`config.mk`:
```
export PLATFORM = sky130hd
export DESIGN_NAME = pdes_select
export DESIGN_NICKNAME = d
export VERILOG_FILES = /design/src/verilog/pdes_pkg.sv /design/src/verilog/pdes_select.sv
export SDC_FILE = /design/constraint.sdc
export NUM_CORES = 1
export LEC_CHECK = 0
export ABC_AREA = 1
export BUFFER_PORTS_ARGS = -buffer_cell sky130_fd_sc_hd__buf_2
export CAP_MARGIN = 30
export CORE_ASPECT_RATIO = 1.4
export CORE_UTILIZATION = 40
export CTS_CLUSTER_SIZE = 16
export DETAILED_ROUTE_END_ITERATION = 8
export GPL_ROUTABILITY_DRIVEN = 0
export PLACE_DENSITY = 0.74
export SETUP_SLACK_MARGIN = 0.2
export SLEW_MARGIN = 20
export SYNTH_ARGS = -nofsm -noshare
export SYNTH_HDL_FRONTEND = slang
export SYNTH_SLANG_ARGS = --single-unit
```
`constraint.sdc`:
```
create_clock -name mclk -period 1.1 [get_ports mclk]
set_input_delay 0.11 -clock mclk [delete_from_list [all_inputs] [get_ports mclk]]
set_output_delay 0.11 -clock mclk [all_outputs]
set_load 0.02 [all_outputs]
```
`src/verilog/pdes_pkg.sv`:
```
// Purpose: Constants for the port D/E pin-function selector.
// Assumes: 8-bit select registers on 32-bit AXI4-Lite words.
// Notes: Field codes are named by their bit pattern only.
`default_nettype none
package pdes_pkg;
  // Register byte offsets
  localparam logic [7:0] PDES_PDL_OFF = 8'h00;
  localparam logic [7:0] PDES_PDH_OFF = 8'h04;
  localparam logic [7:0] PDES_PEL_OFF = 8'h08;
  localparam logic [7:0] PDES_PEH_OFF = 8'h0C;
  localparam logic [7:0] PDES_SEL_RST = 8'h00;
  localparam logic [7:0] PDES_PDH_MASK = 8'h3F;
  // Field positions inside a select register
  localparam int PDES_F0_LSB = 0;
  localparam int PDES_F1_LSB = 2;
  localparam int PDES_F2_LSB = 4;
  localparam int PDES_F3_LSB = 6;
  // Field codes
  localparam logic [1:0] PDES_C00 = 2'h0;
  localparam logic [1:0] PDES_C01 = 2'h1;
  localparam logic [1:0] PDES_C10 = 2'h2;
  localparam logic [1:0] PDES_C11 = 2'h3;
  // Bus responses and idle levels
  localparam logic [1:0] PDES_RESP_OKAY = 2'h0;
  localparam logic [1:0] PDES_RESP_SLVERR = 2'h2;
  localparam logic PDES_CS_IDLE = 1'b1;
  localparam logic [23:0] PDES_RD_PAD = 24'h00_0000;
endpackage
`default_nettype wire

```
`src/verilog/pdes_select.sv`:
```
// Purpose: Pin-function select for port D lines 0-3 and port E lines 0-2, 7.
// Assumes: AXI4-Lite slave, rst synchronous active high, 10 MHz mclk.
// Notes: Pad drive and peripheral inputs are registered, one cycle late.
// Function
// Port D line 3 field 7:6 picks GPIO with timer-2 clock, timer-7 out, analog 11 or LCD seg 33.
// Port D line 2 field 5:4 picks GPIO, timer-2 out, UART1 transmit or analog 10.
// Port D line 1 field 3:2 picks GPIO with std timer-1 clock, UART1 shared, analog 9 or seg 34.
// Port D line 0 field 1:0 picks GPIO with interrupt 2, std timer-1 out, analog 8 or seg 35.
// Bits 7:6 of the high port D selector are not stored, read zero and ignore writes.
// Port E line 2 field 5:4 picks GPIO with timer-1 clock, UART2 transmit, SPI data in or seg 5.
// Port E line 1 field picks GPIO, std timer-0 out, SPI data out or LCD seg 6.
// Port E line 0 field picks GPIO with std timer-0 clock, UART2 shared, SPI select or seg 7.
// Port E line 7 field 7:6 gives GPIO for codes 00 and 01 and LCD seg 43 for 11.
// Software never writes code 10 into the port E line 7 field.
// A peripheral or LCD choice drives pin value and direction, otherwise GPIO does.
//
// The implementer's own choices: the register addresses and the AXI4-Lite register port.
`timescale 1ns/10ps
`default_nettype none
module pdes_select
  import pdes_pkg::*;
#(
  parameter int ADDR_W = 8
)(
  input wire logic mclk,
  input wire logic rst,
  input wire logic [ADDR_W-1:0] s_axi_awaddr,
  input wire logic s_axi_awvalid,
  output logic s_axi_awready,
  input wire logic [31:0] s_axi_wdata,
  input wire logic [3:0] s_axi_wstrb,
  input wire logic s_axi_wvalid,
  output logic s_axi_wready,
  output logic [1:0] s_axi_bresp,
  output logic s_axi_bvalid,
  input wire logic s_axi_bready,
  input wire logic [ADDR_W-1:0] s_axi_araddr,
  input wire logic s_axi_arvalid,
  output logic s_axi_arready,
  output logic [31:0] s_axi_rdata,
  output logic [1:0] s_axi_rresp,
  output logic s_axi_rvalid,
  input wire logic s_axi_rready,
  input wire logic [7:0] port_d_gpio_out,
  input wire logic [7:0] port_d_gpio_dir,
  input wire logic [7:0] port_e_gpio_out,
  input wire logic [7:0] port_e_gpio_dir,
  input wire logic [7:0] port_d_pin_in,
  input wire logic [7:0] port_e_pin_in,
  output logic [7:0] port_d_pin_out,
  output logic [7:0] port_d_pin_oe,
  output logic [7:0] port_e_pin_out,
  output logic [7:0] port_e_pin_oe,
  input wire logic periodic_timer7_output,
  input wire logic periodic_timer2_output,
  input wire logic standard_timer1_output,
  input wire logic standard_timer0_output,
  input wire logic uart1_transmit,
  input wire logic uart1_shared_out,
  input wire logic uart1_shared_oe,
  input wire logic uart2_transmit,
  input wire logic uart2_shared_out,
  input wire logic uart2_shared_oe,
  input wire logic spi_serial_out,
  input wire logic spi_chip_select_out,
  input wire logic spi_chip_select_oe,
  input wire logic lcd_segment_33,
  input wire logic lcd_segment_34,
  input wire logic lcd_segment_35,
  input wire logic lcd_segment_5,
  input wire logic lcd_segment_6,
  input wire logic lcd_segment_7,
  input wire logic lcd_segment_43,
  output logic periodic_timer2_clock_in,
  output logic periodic_timer1_clock_in,
  output logic standard_timer1_clock_in,
  output logic standard_timer0_clock_in,
  output logic external_interrupt_2,
  output logic uart1_shared_in,
  output logic uart2_shared_in,
  output logic spi_serial_in,
  output logic spi_chip_select_in,
  output logic [3:0] analog_enable
);

  // Refuse an address bus too narrow for the map
  if (ADDR_W < 4)
  begin : g_addr_check
    $error("ADDR_W too small for the register map");
  end

  logic [7:0] port_d_select_low, port_d_select_high;
  logic [7:0] port_e_select_low, port_e_select_high;
  logic [7:0] next_pdl, next_pdh, next_pel, next_peh;
  logic aw_held, w_held, next_aw_held, next_w_held;
  logic [ADDR_W-1:0] aw_addr, next_aw_addr;
  logic [7:0] w_byte, next_w_byte;
  logic w_lane, next_w_lane;
  logic bvalid, next_bvalid, rvalid, next_rvalid;
  logic [1:0] bresp, next_bresp, rresp, next_rresp;
  logic [31:0] rdata, next_rdata;
  logic do_write;
  logic [7:0] wsel;

  // Bus handshake outputs
  assign s_axi_awready = !aw_held && !bvalid;
  assign s_axi_wready = !w_held && !bvalid;
  assign s_axi_arready = !rvalid;
  assign s_axi_bvalid = bvalid;
  assign s_axi_bresp = bresp;
  assign s_axi_rvalid = rvalid;
  assign s_axi_rresp = rresp;
  assign s_axi_rdata = rdata;
  assign do_write = aw_held && w_held && !bvalid;
  assign wsel = 8'(aw_addr);

  // Write channel capture and register update
  always_comb
  begin
    next_aw_held = aw_held;
    next_w_held = w_held;
    next_aw_addr = aw_addr;
    next_w_byte = w_byte;
    next_w_lane = w_lane;
    next_bvalid = bvalid;
    next_bresp = bresp;
    next_pdl = port_d_select_low;
    next_pdh = port_d_select_high;
    next_pel = port_e_select_low;
    next_peh = port_e_select_high;
    if (s_axi_awvalid && s_axi_awready)
    begin
      next_aw_held = 1'b1;
      next_aw_addr = s_axi_awaddr;
    end
    if (s_axi_wvalid && s_axi_wready)
    begin
      next_w_held = 1'b1;
      next_w_byte = s_axi_wdata[7:0];
      next_w_lane = s_axi_wstrb[0];
    end
    if (do_write)
    begin
      next_aw_held = 1'b0;
      next_w_held = 1'b0;
      next_bvalid = 1'b1;
      next_bresp = PDES_RESP_OKAY;
      case ({wsel[7:2], 2'b00})
        PDES_PDL_OFF: if (w_lane) next_pdl = w_byte;
        PDES_PDH_OFF: if (w_lane) next_pdh = w_byte & PDES_PDH_MASK;
        PDES_PEL_OFF: if (w_lane) next_pel = w_byte;
        PDES_PEH_OFF: if (w_lane) next_peh = w_byte;
        default: next_bresp = PDES_RESP_SLVERR;
      endcase
      if (ADDR_W > 8 && (aw_addr >> 8) != '0)
        next_bresp = PDES_RESP_SLVERR;
    end
    if (bvalid && s_axi_bready)
      next_bvalid = 1'b0;
  end

  always_ff @(posedge mclk)
  begin
    if (rst)
    begin
      aw_held <= 1'b0;
      w_held <= 1'b0;
      aw_addr <= '0;
      w_byte <= PDES_SEL_RST;
      w_lane <= 1'b0;
      bvalid <= 1'b0;
      bresp <= PDES_RESP_OKAY;
      port_d_select_low <= PDES_SEL_RST;
      port_d_select_high <= PDES_SEL_RST;
      port_e_select_low <= PDES_SEL_RST;
      port_e_select_high <= PDES_SEL_RST;
    end
    else
    begin
      aw_held <= next_aw_held;
      w_held <= next_w_held;
      aw_addr <= next_aw_addr;
      w_byte <= next_w_byte;
      w_lane <= next_w_lane;
      bvalid <= next_bvalid;
      bresp <= next_bresp;
      port_d_select_low <= next_pdl;
      port_d_select_high <= next_pdh;
      port_e_select_low <= next_pel;
      port_e_select_high <= next_peh;
    end
  end

  // Read channel, answer one cycle after address
  always_comb
  begin
    logic [7:0] rsel;
    rsel = 8'(s_axi_araddr);
    next_rvalid = rvalid;
    next_rdata = rdata;
    next_rresp = rresp;
    if (s_axi_arvalid && s_axi_arready)
    begin
      next_rvalid = 1'b1;
      next_rresp = PDES_RESP_OKAY;
      case ({rsel[7:2], 2'b00})
        PDES_PDL_OFF: next_rdata = {PDES_RD_PAD, port_d_select_low};
        PDES_PDH_OFF: next_rdata = {PDES_RD_PAD, port_d_select_high & PDES_PDH_MASK};
        PDES_PEL_OFF: next_rdata = {PDES_RD_PAD, port_e_select_low};
        PDES_PEH_OFF: next_rdata = {PDES_RD_PAD, port_e_select_high};
        default:
        begin
          next_rdata = '0;
          next_rresp = PDES_RESP_SLVERR;
        end
      endcase
      if (ADDR_W > 8 && (s_axi_araddr >> 8) != '0)
        next_rresp = PDES_RESP_SLVERR;
    end
    else if (rvalid && s_axi_rready)
      next_rvalid = 1'b0;
  end

  always_ff @(posedge mclk)
  begin
    if (rst)
    begin
      rvalid <= 1'b0;
      rdata <= '0;
      rresp <= PDES_RESP_OKAY;
    end
    else
    begin
      rvalid <= next_rvalid;
      rdata <= next_rdata;
      rresp <= next_rresp;
    end
  end

  // Field extraction
  logic [1:0] sd3, sd2, sd1, sd0, se2, se1, se0, se7;
  assign sd3 = port_d_select_low[PDES_F3_LSB +: 2];
  assign sd2 = port_d_select_low[PDES_F2_LSB +: 2];
  assign sd1 = port_d_select_low[PDES_F1_LSB +: 2];
  assign sd0 = port_d_select_low[PDES_F0_LSB +: 2];
  assign se2 = port_e_select_low[PDES_F2_LSB +: 2];
  assign se1 = port_e_select_low[PDES_F1_LSB +: 2];
  assign se0 = port_e_select_low[PDES_F0_LSB +: 2];
  assign se7 = port_e_select_high[PDES_F3_LSB +: 2];

  logic [7:0] next_d_out, next_d_oe, next_e_out, next_e_oe;
  logic [3:0] next_an;
  logic next_pt2ck, next_pt1ck, next_st1ck, next_st0ck, next_ext_irq2;
  logic next_u1in, next_u2in, next_sdi, next_csin;

  // Pad drive and peripheral input routing
  always_comb
  begin
    next_d_out = port_d_gpio_out;
    next_d_oe = port_d_gpio_dir;
    next_e_out = port_e_gpio_out;
    next_e_oe = port_e_gpio_dir;
    next_an = 4'h0;
    next_pt2ck = 1'b0;
    next_pt1ck = 1'b0;
    next_st1ck = 1'b0;
    next_st0ck = 1'b0;
    next_ext_irq2 = 1'b0;
    next_u1in = 1'b0;
    next_u2in = 1'b0;
    next_sdi = 1'b0;
    next_csin = PDES_CS_IDLE;
    case (sd3)
      PDES_C00: next_pt2ck = port_d_pin_in[3];
      PDES_C01: {next_d_out[3], next_d_oe[3]} = {periodic_timer7_output, 1'b1};
      PDES_C10: {next_d_out[3], next_d_oe[3], next_an[3]} = 3'b001;
      default: {next_d_out[3], next_d_oe[3]} = {lcd_segment_33, 1'b1};
    endcase
    case (sd2)
      PDES_C00: ;
      PDES_C01: {next_d_out[2], next_d_oe[2]} = {periodic_timer2_output, 1'b1};
      PDES_C10: {next_d_out[2], next_d_oe[2]} = {uart1_transmit, 1'b1};
      default: {next_d_out[2], next_d_oe[2], next_an[2]} = 3'b001;
    endcase
    case (sd1)
      PDES_C00: next_st1ck = port_d_pin_in[1];
      PDES_C01:
      begin
        {next_d_out[1], next_d_oe[1]} = {uart1_shared_out, uart1_shared_oe};
        next_u1in = port_d_pin_in[1];
      end
      PDES_C10: {next_d_out[1], next_d_oe[1], next_an[1]} = 3'b001;
      default: {next_d_out[1], next_d_oe[1]} = {lcd_segment_34, 1'b1};
    endcase
    case (sd0)
      PDES_C00: next_ext_irq2 = port_d_pin_in[0];
      PDES_C01: {next_d_out[0], next_d_oe[0]} = {standard_timer1_output, 1'b1};
      PDES_C10: {next_d_out[0], next_d_oe[0], next_an[0]} = 3'b001;
      default: {next_d_out[0], next_d_oe[0]} = {lcd_segment_35, 1'b1};
    endcase
    case (se2)
      PDES_C00: next_pt1ck = port_e_pin_in[2];
      PDES_C01: {next_e_out[2], next_e_oe[2]} = {uart2_transmit, 1'b1};
      PDES_C10:
      begin
        {next_e_out[2], next_e_oe[2]} = 2'b00;
        next_sdi = port_e_pin_in[2];
      end
      default: {next_e_out[2], next_e_oe[2]} = {lcd_segment_5, 1'b1};
    endcase
    case (se1)
      PDES_C00: ;
      PDES_C01: {next_e_out[1], next_e_oe[1]} = {standard_timer0_output, 1'b1};
      PDES_C10: {next_e_out[1], next_e_oe[1]} = {spi_serial_out, 1'b1};
      default: {next_e_out[1], next_e_oe[1]} = {lcd_segment_6, 1'b1};
    endcase
    case (se0)
      PDES_C00: next_st0ck = port_e_pin_in[0];
      PDES_C01:
      begin
        {next_e_out[0], next_e_oe[0]} = {uart2_shared_out, uart2_shared_oe};
        next_u2in = port_e_pin_in[0];
      end
      PDES_C10:
      begin
        {next_e_out[0], next_e_oe[0]} = {spi_chip_select_out, spi_chip_select_oe};
        next_csin = port_e_pin_in[0];
      end
      default: {next_e_out[0], next_e_oe[0]} = {lcd_segment_7, 1'b1};
    endcase
    // Code 10 is never written; it falls back to GPIO here
    if (se7 == PDES_C11)
      {next_e_out[7], next_e_oe[7]} = {lcd_segment_43, 1'b1};
  end

  always_ff @(posedge mclk)
  begin
    if (rst)
    begin
      port_d_pin_out <= 8'h00;
      port_d_pin_oe <= 8'h00;
      port_e_pin_out <= 8'h00;
      port_e_pin_oe <= 8'h00;
      analog_enable <= 4'h0;
      periodic_timer2_clock_in <= 1'b0;
      periodic_timer1_clock_in <= 1'b0;
      standard_timer1_clock_in <= 1'b0;
      standard_timer0_clock_in <= 1'b0;
      external_interrupt_2 <= 1'b0;
      uart1_shared_in <= 1'b0;
      uart2_shared_in <= 1'b0;
      spi_serial_in <= 1'b0;
      spi_chip_select_in <= PDES_CS_IDLE;
    end
    else
    begin
      port_d_pin_out <= next_d_out;
      port_d_pin_oe <= next_d_oe;
      port_e_pin_out <= next_e_out;
      port_e_pin_oe <= next_e_oe;
      analog_enable <= next_an;
      periodic_timer2_clock_in <= next_pt2ck;
      periodic_timer1_clock_in <= next_pt1ck;
      standard_timer1_clock_in <= next_st1ck;
      standard_timer0_clock_in <= next_st0ck;
      external_interrupt_2 <= next_ext_irq2;
      uart1_shared_in <= next_u1in;
      uart2_shared_in <= next_u2in;
      spi_serial_in <= next_sdi;
      spi_chip_select_in <= next_csin;
    end
  end
endmodule
`default_nettype wire

```
==> key figures <==
Placement
  – Dpl ws: -0.283 ns
  – HPWL Detailed: 7420 µm
  – Placed cell area: 5130 µm²
  – Number of I/O port buffers: 144

Floorplan
  – DIE AREA: 10800 µm²
  – Site Rows: 43
  – Core area: 10000 µm²
  – Die Width: 88.2 µm
  – IO Pins: 213
  – Initial Util: 41.6%
  – Die height: 123 µm

Run status
  – Failing checks: negative hold slack, negative setup slack
  – Status: finished with violations

Yosys
  – Mean post-synth cell area: 7.77 µm²
  – Synth unique cells: 31
  – Synth Register Bits: 104
  – Top-area cell type share of the netlist area: 50.0%
  – Mapped Cells: 536
  – Mapped Area: 4160 µm²
  – Area leader, netlist: dfxtp_1
  – Synth warnings: 0
  – Ranking of synthesized cells by area: dfxtp_1, nor2_1, inv_1, a21oi_1, o21ai_0
  – Sequential fraction of the synthesis area: 50.0%

Routing
  – Initial DRC Count: 188
  – WL/cell: 14.8 µm
  – Final WL: 13500 µm
  – Drt drc: 0
  – 1st-pass router iterations: 4
  – Vias/cell: 4.84
  – Antenna viol nets, final: 0
  – Vias: 4420

Setup path
  – CP cell instances: nor2_4 -> nand2_4 -> nor3_4 -> buf_4 -> nand2_4 -> nand2_2 -> a21oi_1
  – Reg2reg setup slack: -0.21 ns
  – Arr. time, crit path: 1.53 ns
  – Crit path max-delay cell type: dfxtp_2
  – CP delay by family, top: simple AND/OR/NAND/NOR gates
  – Critical path endpoint category: register
  – Startpoint Class: register
  – Top cell by count, worst path: nand2_4
  – Kind of critical path: reg2reg
  – Max Fanout on Critical Path: 7
  – Max incr delay on CP: 0.33 ns
  – CP bufs+invs: 1
  – Crit path required time: 1.31 ns

Timing
  – Worst hold slack: -0.00236 ns
  – Fin Clk Skew: 0.00476 ns
  – Setup violations, final: 34
  – Final Max Tran Viols: 0
  – Setup ws final: -0.214 ns
  – Final min period: 1.31 ns
  – RSZ-0062 raised after global routing: yes
  – Final hold viol count: 2
  – Fmax: 761 MHz
  – Fin crit share: 119%

Layout
  – Util after Layout: 72.4%
  – Area grow syn2layout: 73.9%
  – Fillers: 707
  – Cell area after layout: 7240 µm²
  – # diodes: 0
  – Fin nets: 904
  – Fraction of layout cells with a size suffix above 1: 59.8%

Global route
  – Vias in the first global route: 4154
  – Antenna violations before repair: 0
  – Grt ovf: 0
  – GRT Total Usage: 23.1%
  – First-pass GRT wire length: 19100 µm
  – Largest net degree at the start of global routing: 52

Clock network
  – Clock Latency Late Sink: 0.35 ns
  – Worst-path clk slew: 0.06 ns
  – CTS root buf: clkbuf_16
  – CTS Buffer Depth: 2
  – CTS Buf Count: 9
  – CTS H-Tree Depth: 3
  – CTS tree: built
  – Clk sinks: 104

Min path
  – Hold WC Path Type: in2reg

Pwr
  – Max rail drop VDD: 0.730 mV
  – Power density over the cells: 1200 nW/µm²
  – Pleak: 0.00323 µW

Job
  – Max-Cap Viols: 0
==> state kept, by name, indices dropped and copies added, names as in the netlist, 4 cells and up <==
register            count
port_e_select_low       8
port_e_pin_oe           8
port_e_select_high      8
port_d_pin_oe           8
port_d_select_low       8
aw_addr                 6
s_axi_rdata             8
port_e_pin_out          8
port_d_pin_out          8
port_d_select_high      6
w_byte                  8
analog_enable           4
==> metal layers <==
metal | GRT usage [%] | vias to the layer above | wire [µm]
li1 | - | 2147 | -
met5 | 0 | - | 0
met3 | 4.77 | 37 | 690
met2 | 43.7 | 193 | 7590
met4 | 11.4 | 0 | 476
met1 | 23.3 | 2043 | 4740
==> cell usage in the layout, fill, tap and decap left out, drive strengths merged, types with 8 or more instances in the layout <==
cell type	n
nand3	35
nor2	103
o21ai	52
nand2	59
dfxtp	104
a21oi	50
clkbuf	12
conb	26
dlygate4sd3	25
buf	216
inv	69
nor3	8
==> kinds of logic after synthesis <==
kind of cell / after synthesis / synth area share, %
adder cells (fa/ha/maj): 4 / 1.20
other: 1 / 0.0901
flip-flops: 104 / 50.0
buffers and inverters: 112 / 13.4
AND/OR/NAND/NOR: 208 / 21.9
AO/OA/AOI/OAI: 107 / 13.4
==> area by class of cell <==
type                       instances  area [µm²]  share of cell area [%]
clock buffer                      12         246                    3.40
clock inverter                     4        27.5                   0.380
inverter                          68         308                    4.25
multi-input combinational        349        2290                    31.7
sequential                       104        2200                    30.4
tap                              135         169                    2.33
timing repair buffer             241        2000                    27.6
==> Yosys cell counts (all sizes together) <==
library cell    n
buf            35
a21oi          50
nand3          35
o21a            1
a211oi          1
ha              4
a31oi           1
o311ai          1
and2            1
conb            1
clkbuf          9
nor3            8
o21ai          52
inv            68
nor2          103
nand2          55
a41oi           1
nor4            6
dfxtp         104
==> where the power goes <==
group / leakage [µW] / internal, µW / switching, µW
combinational: 0.00221 / 745 / 850
clock: 0.000130 / 1600 / 1380
sequential: 0.000884 / 3930 / 159
==> worst reg2reg max path: cells and delay by family (launching register included) <==
kind                   cells  cell delay (ns)
AO/OA/AOI/OAI              1             0.06
AND/OR/NAND/NOR            5             0.64
buffers and inverters      1             0.16
flip-flops                 1             0.33
==> final timing paths <==
check                                      startpoint                    end  cells past startpoint
worst max-delay path                       aw_addr[7]  port_e_select_high[6]                      7
worst min-delay path               port_e_gpio_dir[7]       port_e_pin_oe[7]                      3
worst max register to register             aw_addr[7]  port_e_select_high[6]                      7
worst min register to register  port_e_select_high[4]  port_e_select_high[4]                      2
==> repair_timing <==
item | 4_1_cts | 5_1_grt
endpoints found under the setup margin | 128 | 130
pin swaps | 32 | 45
hold endpoints to repair | 26 | 0
hold buffers | 25 | 0
buffers inserted | 18 | 25
gates resized for setup | 312 | 113
cloned | 3 | 1
==> metrics by stage <==
stage | power, µW | setup TNS (ns) | std cells | hold slack (ns)
detailed placement | 5080 | -6.86 | 825 | 0.291
finish | 8660 | -5.64 | 913 | -0.00236
global placement | 5050 | -4.69 | 825 | 0.289
CTS | 8540 | -4.70 | 887 | 0.000419
floorplan | 4740 | -3.11 | 561 | 0.199
global route | 8980 | -8.05 | 913 | 0.0140
Note: power is estimated with default switching activity, not from simulation.
